**src/core/boot_seq_cfg.svh**
```systemverilog
// constants of the two-phase boot sequencer: offsets, fields, reset values, timing
`ifndef BOOT_SEQ_CFG_SVH
`define BOOT_SEQ_CFG_SVH

// *****************************************************************
// register offsets (byte addresses, one word each)
// *****************************************************************
`define REG_BOOT_STATUS 8'h00
`define REG_SECURE_CTRL 8'h04
`define REG_MASTER_ID 8'h08
`define REG_BOOT_CTRL 8'h0c

// *****************************************************************
// field positions
// *****************************************************************
`define STAT_FIRST_BOOT_BIT 0
`define STAT_PHASE_LSB 1
`define STAT_PHASE_MSB 3
`define STAT_STRAP_LSB 4
`define STAT_STRAP_MSB 6
`define STAT_MODE_LSB 7
`define STAT_MODE_MSB 8
`define STAT_VIOLATION_BIT 9
`define STAT_STRAP_BAD_BIT 10
`define SCTL_CLEAR_FLAG_BIT 0
`define SCTL_SELF_RESET_BIT 1
`define MID_CPU_LSB 0
`define MID_CPU_MSB 3
`define MID_DMA_LSB 4
`define MID_DMA_MSB 7
`define BCTL_HANDOFF_BIT 0

// *****************************************************************
// reset values and strap encodings
// *****************************************************************
`define CPU_ID_INIT 4'h1
`define DMA_ID_INIT 4'h2
`define STRAP_SERIAL_LOAD 3'h4
`define STRAP_TWO_WIRE 3'h1
`define STRAP_FOUR_WIRE 3'h0

// *****************************************************************
// timing
// *****************************************************************
`define CLK_PERIOD_PS 4000
`define SELF_RESET_HOLD_NS 40
`define SELF_RESET_HOLD_CYC \
  ((`SELF_RESET_HOLD_NS * 1000 + `CLK_PERIOD_PS - 1) / `CLK_PERIOD_PS)

`endif

```
**src/core/boot_seq_pkg.sv**
```systemverilog
// types shared by the boot sequencer modules
`default_nettype none
package boot_seq_pkg;
  typedef logic [3:0] master_id_t;
  typedef logic [2:0] strap_t;

  typedef enum logic [1:0] {
    serial_load_mode,
    functional_two_wire_debug,
    functional_four_wire_debug,
    strap_unrecognised
  } boot_mode_e;

  typedef enum logic [2:0] {
    st_entry_stub,
    st_init_boot,
    st_core_reset,
    st_unsecure_boot,
    st_serial_load,
    st_app
  } boot_phase_e;
endpackage
`default_nettype wire

```
**src/core/secure_bus_if.sv**
```systemverilog
// carrier between the sequencer and its secure register bank
`timescale 1ns/100ps
`default_nettype none
interface secure_bus_if;
  import boot_seq_pkg::*;
  logic clear_flag;
  logic write_ids;
  master_id_t cpu_id_wr;
  master_id_t dma_id_wr;
  logic first_boot;
  master_id_t cpu_id;
  master_id_t dma_id;

  modport ctrl
  (
    output clear_flag,
    output write_ids,
    output cpu_id_wr,
    output dma_id_wr,
    input first_boot,
    input cpu_id,
    input dma_id
  );

  modport bank
  (
    input clear_flag,
    input write_ids,
    input cpu_id_wr,
    input dma_id_wr,
    output first_boot,
    output cpu_id,
    output dma_id
  );
endinterface
`default_nettype wire

```
**src/core/secure_reg_bank.sv**
```systemverilog
// secure register bank: first-boot flag and bus master identities
`timescale 1ns/100ps
`default_nettype none
`include "boot_seq_cfg.svh"
module secure_reg_bank
(
  input wire logic mclk_in,
  input wire logic rst_in,
  secure_bus_if.bank sec
);
  import boot_seq_pkg::*;

  logic first_boot_reg;
  master_id_t cpu_id_reg;
  master_id_t dma_id_reg;

  always_ff @(posedge mclk_in)
  begin
    if (rst_in)
      first_boot_reg <= 1'b1;
    else if (sec.clear_flag)
      first_boot_reg <= 1'b0;
  end

  always_ff @(posedge mclk_in)
  begin
    if (rst_in)
    begin
      cpu_id_reg <= `CPU_ID_INIT;
      dma_id_reg <= `DMA_ID_INIT;
    end
    else if (sec.write_ids)
    begin
      cpu_id_reg <= sec.cpu_id_wr;
      dma_id_reg <= sec.dma_id_wr;
    end
  end

  assign sec.first_boot = first_boot_reg;
  assign sec.cpu_id = cpu_id_reg;
  assign sec.dma_id = dma_id_reg;
endmodule
`default_nettype wire

```
**src/core/boot_phase_sequencer.sv**
```systemverilog
// two-phase boot sequencer with strap sensing and secure-region lock
`timescale 1ns/100ps
`default_nettype none
`include "boot_seq_cfg.svh"

// What this block does
// - leave power-on reset into entry stub
// - first-boot flag set by power-on reset
// - secure region open only while flag set
// - flag set: run device-init code
// - init clears flag, rewrites master identities
// - init completion issues self reset
// - second pass sees flag clear, new identities
// - second pass: stub, unsecure boot, application
// - secure region blocked until power cycle
// - straps latched before leaving reset
// - strap selects boot flow and pin map
// - 100 selects serial load mode
// - serial load waits forever, four-wire debug
// - 001 selects two-wire debug
// - 000 selects four-wire debug
// - strap pins 0 and 1 never released
module boot_phase_sequencer
#(
  parameter int unsigned HOLD_CYCLES = `SELF_RESET_HOLD_CYC
)
(
  input wire logic mclk_in,
  input wire logic rst_in,
  input wire logic [7:0] reg_addr_in,
  input wire logic [31:0] reg_wdata_in,
  input wire logic reg_wr_in,
  input wire logic reg_rd_in,
  output logic [31:0] reg_rdata_out,
  input wire logic strap_pin_0_in,
  input wire logic strap_pin_1_in,
  input wire logic strap_pin_2_in,
  output logic cpu_reset_out,
  output logic rom_entry_stub_out,
  output logic init_code_run_out,
  output logic unsecure_boot_run_out,
  output logic app_run_out,
  output logic secure_open_out,
  output boot_seq_pkg::master_id_t cpu_master_id_out,
  output boot_seq_pkg::master_id_t dma_master_id_out,
  output logic serial_code_load_config_out,
  output logic uart_load_wait_out,
  output logic two_wire_debug_config_out,
  output logic four_wire_debug_config_out,
  output logic strap_pin_2_free_out
);
  import boot_seq_pkg::*;

  // *****************************************************************
  // declarations
  // *****************************************************************
  secure_bus_if sec ();

  boot_phase_e phase_reg;
  boot_phase_e phase_next;
  strap_t strap_reg;
  logic [15:0] hold_cnt_reg;
  logic [15:0] hold_cnt_next;
  logic violation_reg;

  localparam logic [15:0] HOLD_LAST = 16'(HOLD_CYCLES - 1);

  // *****************************************************************
  // strap sensing
  // *****************************************************************
  // capture while reset held
  always_ff @(posedge mclk_in)
  begin
    if (rst_in)
      strap_reg <= {strap_pin_2_in, strap_pin_1_in, strap_pin_0_in};
  end

  wire sense_on_power_strap_serial = (strap_reg == `STRAP_SERIAL_LOAD);
  wire sense_on_power_strap_two = (strap_reg == `STRAP_TWO_WIRE);
  wire sense_on_power_strap_four = (strap_reg == `STRAP_FOUR_WIRE);

  boot_mode_e mode;
  assign mode = sense_on_power_strap_serial ? serial_load_mode :
                sense_on_power_strap_two ? functional_two_wire_debug :
                sense_on_power_strap_four ? functional_four_wire_debug :
                strap_unrecognised;

  // *****************************************************************
  // register decode
  // *****************************************************************
  wire sel_status = (reg_addr_in == `REG_BOOT_STATUS);
  wire sel_secure = (reg_addr_in == `REG_SECURE_CTRL);
  wire sel_mid = (reg_addr_in == `REG_MASTER_ID);
  wire sel_bctl = (reg_addr_in == `REG_BOOT_CTRL);

  // secure region gated by first-boot flag
  // after the flag drops, only a power cycle reopens it
  wire secure_open = sec.first_boot;
  wire secure_touch = (reg_wr_in | reg_rd_in) & (sel_secure | sel_mid);
  wire secure_blocked = secure_touch & ~secure_open;

  wire wr_secure_ok = reg_wr_in & sel_secure & secure_open;
  wire wr_mid_ok = reg_wr_in & sel_mid & secure_open;
  wire in_init = (phase_reg == st_init_boot);

  assign sec.clear_flag = wr_secure_ok & in_init & reg_wdata_in[`SCTL_CLEAR_FLAG_BIT];
  assign sec.write_ids = wr_mid_ok & in_init;
  assign sec.cpu_id_wr = reg_wdata_in[`MID_CPU_MSB:`MID_CPU_LSB];
  assign sec.dma_id_wr = reg_wdata_in[`MID_DMA_MSB:`MID_DMA_LSB];

  // self reset requested at end of init
  wire self_reset_req = wr_secure_ok & in_init & reg_wdata_in[`SCTL_SELF_RESET_BIT];
  // unsecure boot code hands over to the application
  wire handoff_req = reg_wr_in & sel_bctl & reg_wdata_in[`BCTL_HANDOFF_BIT]
                     & (phase_reg == st_unsecure_boot);

  secure_reg_bank u_bank
  (
    .mclk_in(mclk_in),
    .rst_in(rst_in),
    .sec(sec)
  );

  // *****************************************************************
  // boot phase machine
  // *****************************************************************
  always_comb
  begin
    phase_next = phase_reg;
    hold_cnt_next = hold_cnt_reg;
    unique case (phase_reg)
      st_entry_stub:
      begin
        // second pass finds the flag clear
        if (sec.first_boot)
          phase_next = st_init_boot;
        // serial load waits with no timeout
        else if (mode == serial_load_mode)
          phase_next = st_serial_load;
        else
          phase_next = st_unsecure_boot;
      end
      st_init_boot:
      begin
        if (self_reset_req)
        begin
          phase_next = st_core_reset;
          hold_cnt_next = 16'h0000;
        end
      end
      st_core_reset:
      begin
        if (hold_cnt_reg == HOLD_LAST)
          phase_next = st_entry_stub;
        else
          hold_cnt_next = hold_cnt_reg + 16'h0001;
      end
      st_unsecure_boot:
      begin
        if (handoff_req)
          phase_next = st_app;
      end
      // no exit short of a power cycle
      st_serial_load:
        phase_next = st_serial_load;
      st_app:
        phase_next = st_app;
      default:
        phase_next = st_entry_stub;
    endcase
  end

  // power-on reset lands in the entry stub
  always_ff @(posedge mclk_in)
  begin
    if (rst_in)
    begin
      phase_reg <= st_entry_stub;
      hold_cnt_reg <= 16'h0000;
    end
    else
    begin
      phase_reg <= phase_next;
      hold_cnt_reg <= hold_cnt_next;
    end
  end

  // sticky: any access to the locked region; power cycle only clears it
  always_ff @(posedge mclk_in)
  begin
    if (rst_in)
      violation_reg <= 1'b0;
    else if (secure_blocked)
      violation_reg <= 1'b1;
  end

  // *****************************************************************
  // register read path
  // *****************************************************************
  logic [31:0] status_word;
  logic [31:0] mid_word;
  logic [31:0] rd_mux;

  always_comb
  begin
    status_word = 32'h0000_0000;
    status_word[`STAT_FIRST_BOOT_BIT] = sec.first_boot;
    status_word[`STAT_PHASE_MSB:`STAT_PHASE_LSB] = phase_reg;
    status_word[`STAT_STRAP_MSB:`STAT_STRAP_LSB] = strap_reg;
    status_word[`STAT_MODE_MSB:`STAT_MODE_LSB] = mode;
    status_word[`STAT_VIOLATION_BIT] = violation_reg;
    status_word[`STAT_STRAP_BAD_BIT] = (mode == strap_unrecognised);
  end

  always_comb
  begin
    mid_word = 32'h0000_0000;
    mid_word[`MID_CPU_MSB:`MID_CPU_LSB] = sec.cpu_id;
    mid_word[`MID_DMA_MSB:`MID_DMA_LSB] = sec.dma_id;
  end

  // locked reads of the identities return zero
  assign rd_mux = sel_status ? status_word :
                  (sel_mid & secure_open) ? mid_word :
                  32'h0000_0000;

  // data stand only in the cycle after the read strobe
  always_ff @(posedge mclk_in)
  begin
    if (rst_in)
      reg_rdata_out <= 32'h0000_0000;
    else if (reg_rd_in)
      reg_rdata_out <= rd_mux;
    else
      reg_rdata_out <= 32'h0000_0000;
  end

  // *****************************************************************
  // registered outputs
  // *****************************************************************
  always_ff @(posedge mclk_in)
  begin
    if (rst_in)
    begin
      cpu_reset_out <= 1'b1;
      rom_entry_stub_out <= 1'b0;
      init_code_run_out <= 1'b0;
      unsecure_boot_run_out <= 1'b0;
      app_run_out <= 1'b0;
      secure_open_out <= 1'b0;
      cpu_master_id_out <= `CPU_ID_INIT;
      dma_master_id_out <= `DMA_ID_INIT;
      serial_code_load_config_out <= 1'b0;
      uart_load_wait_out <= 1'b0;
      two_wire_debug_config_out <= 1'b0;
      four_wire_debug_config_out <= 1'b0;
      strap_pin_2_free_out <= 1'b0;
    end
    else
    begin
      // core held in reset during hold window
      cpu_reset_out <= (phase_next == st_core_reset);
      rom_entry_stub_out <= (phase_next == st_entry_stub);
      // init code selected in the first pass
      init_code_run_out <= (phase_next == st_init_boot);
      unsecure_boot_run_out <= (phase_next == st_unsecure_boot);
      app_run_out <= (phase_next == st_app);
      secure_open_out <= secure_open & ~sec.clear_flag;
      // bus accesses carry the current identity
      cpu_master_id_out <= sec.cpu_id;
      dma_master_id_out <= sec.dma_id;
      // pin map follows the latched strap
      serial_code_load_config_out <= (mode == serial_load_mode);
      uart_load_wait_out <= (phase_next == st_serial_load);
      // serial load also maps four-wire debug
      four_wire_debug_config_out <= (mode == serial_load_mode) |
                                    (mode == functional_four_wire_debug) |
                                    (mode == strap_unrecognised);
      two_wire_debug_config_out <= (mode == functional_two_wire_debug);
      // pin 2 released once the application phase is entered
      // pins 0 and 1 are never released
      strap_pin_2_free_out <= (phase_next == st_app);
    end
  end
endmodule
`default_nettype wire

```
**config.mk**
```make
export PLATFORM = sky130hd
export DESIGN_NAME = boot_phase_sequencer
export DESIGN_NICKNAME = d
export VERILOG_FILES = /design/src/core/boot_seq_pkg.sv /design/src/core/secure_bus_if.sv /design/src/core/secure_reg_bank.sv /design/src/core/boot_phase_sequencer.sv
export VERILOG_INCLUDE_DIRS = /design/src /design/src/core
export SDC_FILE = /design/constraint.sdc
export NUM_CORES = 1
export LEC_CHECK = 0
export ABC_AREA = 1
export BUFFER_PORTS_ARGS = -buffer_cell sky130_fd_sc_hd__buf_2
export CAP_MARGIN = 25
export CELL_PAD_IN_SITES_DETAIL_PLACEMENT = 0
export CELL_PAD_IN_SITES_GLOBAL_PLACEMENT = 1
export CORE_UTILIZATION = 30
export DETAILED_ROUTE_END_ITERATION = 10
export PLACE_DENSITY = 0.66
export SLEW_MARGIN = 20
export SYNTH_ARGS = -nofsm -noshare
export SYNTH_HDL_FRONTEND = slang
export SYNTH_SLANG_ARGS = --single-unit
```
**constraint.sdc**
```tcl
create_clock -name mclk_in -period 2.1 [get_ports mclk_in]
set_input_delay 0 -clock mclk_in [delete_from_list [all_inputs] [get_ports mclk_in]]
set_output_delay 0 -clock mclk_in [all_outputs]
set_load 0.05 [all_outputs]
```
# After elaboration in Yosys (flattened, before gate mapping)
# Index checks and enable logic that the tools add are counted.
dict set report classes {
  n_addsub 1
  n_reduce_logical 9
  muxes 14
  n_bitwise 22
  eq_ne 21
}
# op n
set op_table {}
lappend op_table {{2-to-1 mux 16 bit} 2}
lappend op_table {{one-hot mux 16 bit (2 select lines)} 1}
lappend op_table {{one-hot mux 3 bit (6 select lines)} 1}
lappend op_table {{adder 16 x 1 -> 16 bit, second input constant} 1}
lappend op_table {{equality test 16 x 4 -> 1 bit, second input constant} 1}
lappend op_table {{equality test 8 x 4 -> 1 bit, second input constant} 2}
lappend op_table {{AND 1 bit} 15}
lappend op_table {{equality test 3 bit, second input constant} 5}
lappend op_table {{2-to-1 mux 3 bit} 5}
lappend op_table {{equality test 3 x 2 -> 1 bit, second input constant} 4}
lappend op_table {{2-to-1 mux 11 bit} 1}
lappend op_table {{equality test 3 x 1 -> 1 bit, second input constant} 3}
lappend op_table {{zero test 3 bit} 3}
lappend op_table {{equality test 8 x 3 -> 1 bit, second input constant} 1}
lappend op_table {{zero test 8 bit} 1}
lappend op_table {{2-to-1 mux 8 bit} 1}
lappend op_table {{equality test 2 bit, second input constant} 2}
lappend op_table {{2-to-1 mux 2 bit} 2}
lappend op_table {{OR 1 bit} 4}
lappend op_table {{inverter 1 bit} 3}
lappend op_table {{AND reduction 3 bit} 1}
lappend op_table {{OR reduction 3 bit} 1}
lappend op_table {{equality test 2 x 1 -> 1 bit, second input constant} 1}
lappend op_table {{zero test 2 bit} 1}
lappend op_table {{5 further kinds} 5}
dict set report totals {
  input_bits 47
  out_inout_bits 51
  reg_bits 82
}

# Logic depth before layout (Yosys ltp)
dict set report depth {
  depth_word 9
  depth_mapped 10
  mapped_depth_nobuf 10
}

# Cells and area by module
# Synthesis repeated with hierarchy kept, for this count alone.
dict set report unflattened {
  hier_cells 401
  area_unflattened_um2 2905.3
}
# mod area_each_um2 cells_each instances
set modules_own_cells {}
lappend modules_own_cells {boot_phase_sequencer 2560.0 351 1}
lappend modules_own_cells {secure_reg_bank 345.3 50 1}

# Worst setup path before layout
# Ideal clock, no wire load.
dict set report synth_path {
  path_type {register -> register}
  startpoint {register hold_cnt_reg[0]}
  endpoint {register hold_cnt_reg[8]}
  synth_period_minus_slack_ns 1.324
  path_stages_with_launch 8
  setup_slack_ns 0.776
  t_arrival_ns 1.256
  n_path_buf 0
  required_time_ns 2.032
  cell_sequence {dfxtp_1 > ha_1 > nand3_1 > nor2_1 > inv_1 > o21bai_1 > nand3_1 > a21oi_2}
}
dict set report synth_between {
  elab_chain_cells 3
  elab_cells_between_ends 6
  classes_between {1 x add/sub; 2 x eq/ne; 2 x mux; 1 x reduce/logical}
}
# item line
set synth_lines {}
lappend synth_lines {{start: declaration} boot_phase_sequencer.sv:62} ;# logic [15:0] hold_cnt_reg;
lappend synth_lines {{start signal: assignment} boot_phase_sequencer.sv:184} ;# hold_cnt_reg <= hold_cnt_next;
lappend synth_lines {{adder 16 x 1 -> 16 bit or equality test 16 x 4 -> 1 bit (tied branches)} {boot_phase_sequencer.sv:156, boot_phase_sequencer.sv:153}}
lappend synth_lines {{2-to-1 mux 16 bit or inequality test 2 bit (tied branches)} n/a}
lappend synth_lines {{one-hot mux 16 bit (2 select lines) or AND reduction 3 bit (tied branches)} n/a}
# Several ways; a longest one is shown, not always the timed one. The select of a mux whose other input is x is not followed.
# A chain may end at the register's enable or synchronous reset.

# Final worst setup path
# Ends and elaborated chain as after synthesis.

==> metrics.md <==
| Metric | Value |
|---|---|
| Worst Path Max Fanout | `6` |
| Die height | `99.9 um` |
| Sequential area share after synthesis | `43.5%` |
| Crit path launch type | `flip-flop` |
| First-pass GRT wire length | `11400 um` |
| WP data arrival | `1.84 ns` |
| CP Class | `reg2reg` |
| Synth warn | `0` |
| Cts repair resizes | `0` |
| Synth top area share | `40.3%` |
| Skew-Pair Late Insertion Delay | `0.35 ns` |
| Largest net degree at the start of global routing | `33` |
| Final Hold Viols | `0` |
| Hold crit path type | `in2reg` |
| # clock sinks | `61` |
| Final wirelength | `6830 um` |
| Most common cell in the netlist | `nand2_1` |
| Hold_ws | `0.0557 ns` |
| Initial DRT Pass Iterations | `4` |
| Max reg flops | `16` |
| Status | `completed` |
| Ratio of final minimum period to clock period | `74.1%` |
| Commonest cells post-synth | `nand2_1 (69), nor2_1 (65), dfxtp_1 (58)` |
| Worst Setup SP | `hold_cnt_reg[0]$_SDFFE_PP0P_` |
| Clock buffer count from CTS | `9` |
| Initial Util | `31.0%` |
| Vias in the first global route | `2365` |
| CTS tree | `yes` |
| Top-level I/O count | `98` |
| Cell taking the most area after synthesis | `dfxtp_1` |
| DRC violations left | `0` |
| Slowest cell on the critical path | `dfxtp_1` |
| Worst Path Required | `2.38 ns` |
| Ant diodes | `0` |
| Worst Hold Launch | `reg_addr_in[0]` |
| IO buf count | `52` |
| Final Max Tran Viols | `0` |
| Post-synth EDFFs | `3` |
| Slowest stage delay, CP | `0.41 ns` |
| Via/cell ratio | `4.37` |
| Critical path endpoint category | `flip-flop` |
| Total die area | `0.00999 mm^2` |
| Detailed placement HPWL | `4840 um` |
| Setup Viol. Count Final | `0` |
| Total GRT Usage | `14.7%` |
| Worst Skew | `0.0116 ns` |
| H-tree Lvls | `3` |
| Routability cong. | `0.786` |
| Mapped Area | `0.00288 mm^2` |
| P&R area growth vs syn | `21.5%` |
| Die X | `99.9 um` |
| Unrepaired setup endpoints after global routing | `false` |
| Vias | `2567` |
| Top post-synthesis cells by area | `dfxtp_1 (40%), nand2_1 (9.0%), nor2_1 (8.5%)` |
| Routed len/inst | `11.6 um` |
| CTS clk-pin slew, worst paths | `0.07 ns` |
| Initial antenna violation count | `0` |
| Worst VDD drop | `0.370 mV` |
| R2R Path Start | `hold_cnt_reg[0]$_SDFFE_PP0P_` |
| Core ar. | `0.00928 mm^2` |
| Final setup TNS | `0 ns` |
| Top FF cell, synth | `dfxtp_1` |
| FMAX | `0.642 GHz` |
| Ys async rst share | `0%` |
| Clk buf depth | `2` |
| Number of max-cap violations | `0` |
| CP Cell Sequence | `ha_1 > nand3_1 > nor2_1 > inv_1 > o21bai_1 > nand3_1 > a21oi_2` |
| Row count | `35` |
| Mean area per synthesized cell | `7.47 um^2` |
| Seq cells post-synth | `61` |
| Remaining antenna violation count | `0` |
| Critical Path Most Common Cell | `nand3_1` |
| Layout cell share with drive strength beyond 1 | `21.4%` |
| Fill cells | `1034` |
| Mapped Cells | `385` |
| Root Buffer | `clkbuf_8` |
| Initial DRC count | `106` |
| LEAKAGE | `1.56 nW` |
| Count of cell types in the netlist | `35` |
| Pwr Density | `739 mW/mm^2` |
| Nets@finish | `502` |
| Post-CTS Repair Setup Buffers | `0` |
| Minimum clock period | `1.56 ns` |
| GRT Residual Overflow | `0` |
-- power breakdown --
part | internal [W] | switching, W | total, W
Combinational | 0.0000523 | 0.000175 | 0.000227
Sequential | 0.00118 | 0.00000785 | 0.00119
Clock | 0.000673 | 0.000497 | 0.00117
Total | 0.00191 | 0.000680 | 0.00259
-- layout by cell type (no fill, tap or decap), types with 7 or more instances in the layout --
cell	netlist	layout
nand2_1	69	69
nor2_1	65	65
dfxtp_1	58	58
buf_2	1	52
nand3_1	44	44
inv_1	34	34
a21oi_1	21	21
conb_1	1	21
dlygate4sd3_1	0	11
o21ai_0	9	9
clkbuf_8	1	9
o22ai_1	7	7
-- per-layer routing --
metal,track usage (%),part of all wire (%),vias to the layer above
met5,0,0,-
li1,-,-,1327
met1,18.4,47,1153
met2,24.1,46,73
met3,2.99,4.5,14
met4,7.24,2.3,0
-- per-stage QoR --
stage               setup WS, ns  cells  area, um^2  power [W]  util (%)
floorplan                  0.776    405        2950    0.00141         -
global placement           0.524    560        3160    0.00143      34.1
detailed placement         0.547    560        3160    0.00143      34.1
CTS                        0.530    587        3500    0.00263      37.7
global route               0.369    587        3500    0.00270      37.7
finish                     0.543    587        3500    0.00259      37.7
-- worst max-delay path, delay by kind of cell, from the launching register on --
kind,cells,cell delay (ns)
AND/OR/NAND/NOR,3,0.49
flip-flops,1,0.41
buffers and inverters,1,0.09
adder cells (fa/ha/maj),1,0.26
AO/OA/AOI/OAI,2,0.24
-- cell families after synthesis --
family	share of synthesized area, %
AO/OA/AOI/OAI	8.56
XOR/XNOR	0.304
adder cells (fa/ha/maj)	0.869
buffers and inverters	14.0
flip-flops	43.5
other	0.130
AND/OR/NAND/NOR	32.7
-- final timing paths --
check	end	slack [ns]	cells after the start
setup / recovery	hold_cnt_reg[8]$_SDFFE_PP0P_	0.54	7
hold / removal	reg_rdata_out[0]$_SDFF_PP0_	0.06	6
setup reg to reg	hold_cnt_reg[8]$_SDFFE_PP0P_	0.54	7
hold reg to reg	reg_rdata_out[9]$_SDFF_PP0_	0.44	2
-- area by class of cell --
| type | count | area [um^2] | share of cell area, % |
|---|---|---|---|
| clock buffer | 9 | 124 | 3.54 |
| clock inverter | 7 | 98.8 | 2.83 |
| inverter | 39 | 146 | 4.19 |
| multi-input combinational | 273 | 1300 | 37.2 |
| sequential | 61 | 1250 | 35.8 |
| tap | 129 | 161 | 4.62 |
| timing repair buffer | 69 | 415 | 11.9 |
-- what timing repair did --
action                                  4_1_cts  5_1_grt
endpoints found under the setup margin        0        0
hold buffers                                 11        0
hold endpoints to repair                     12        0
Note: power is estimated with default switching activity, not from simulation.
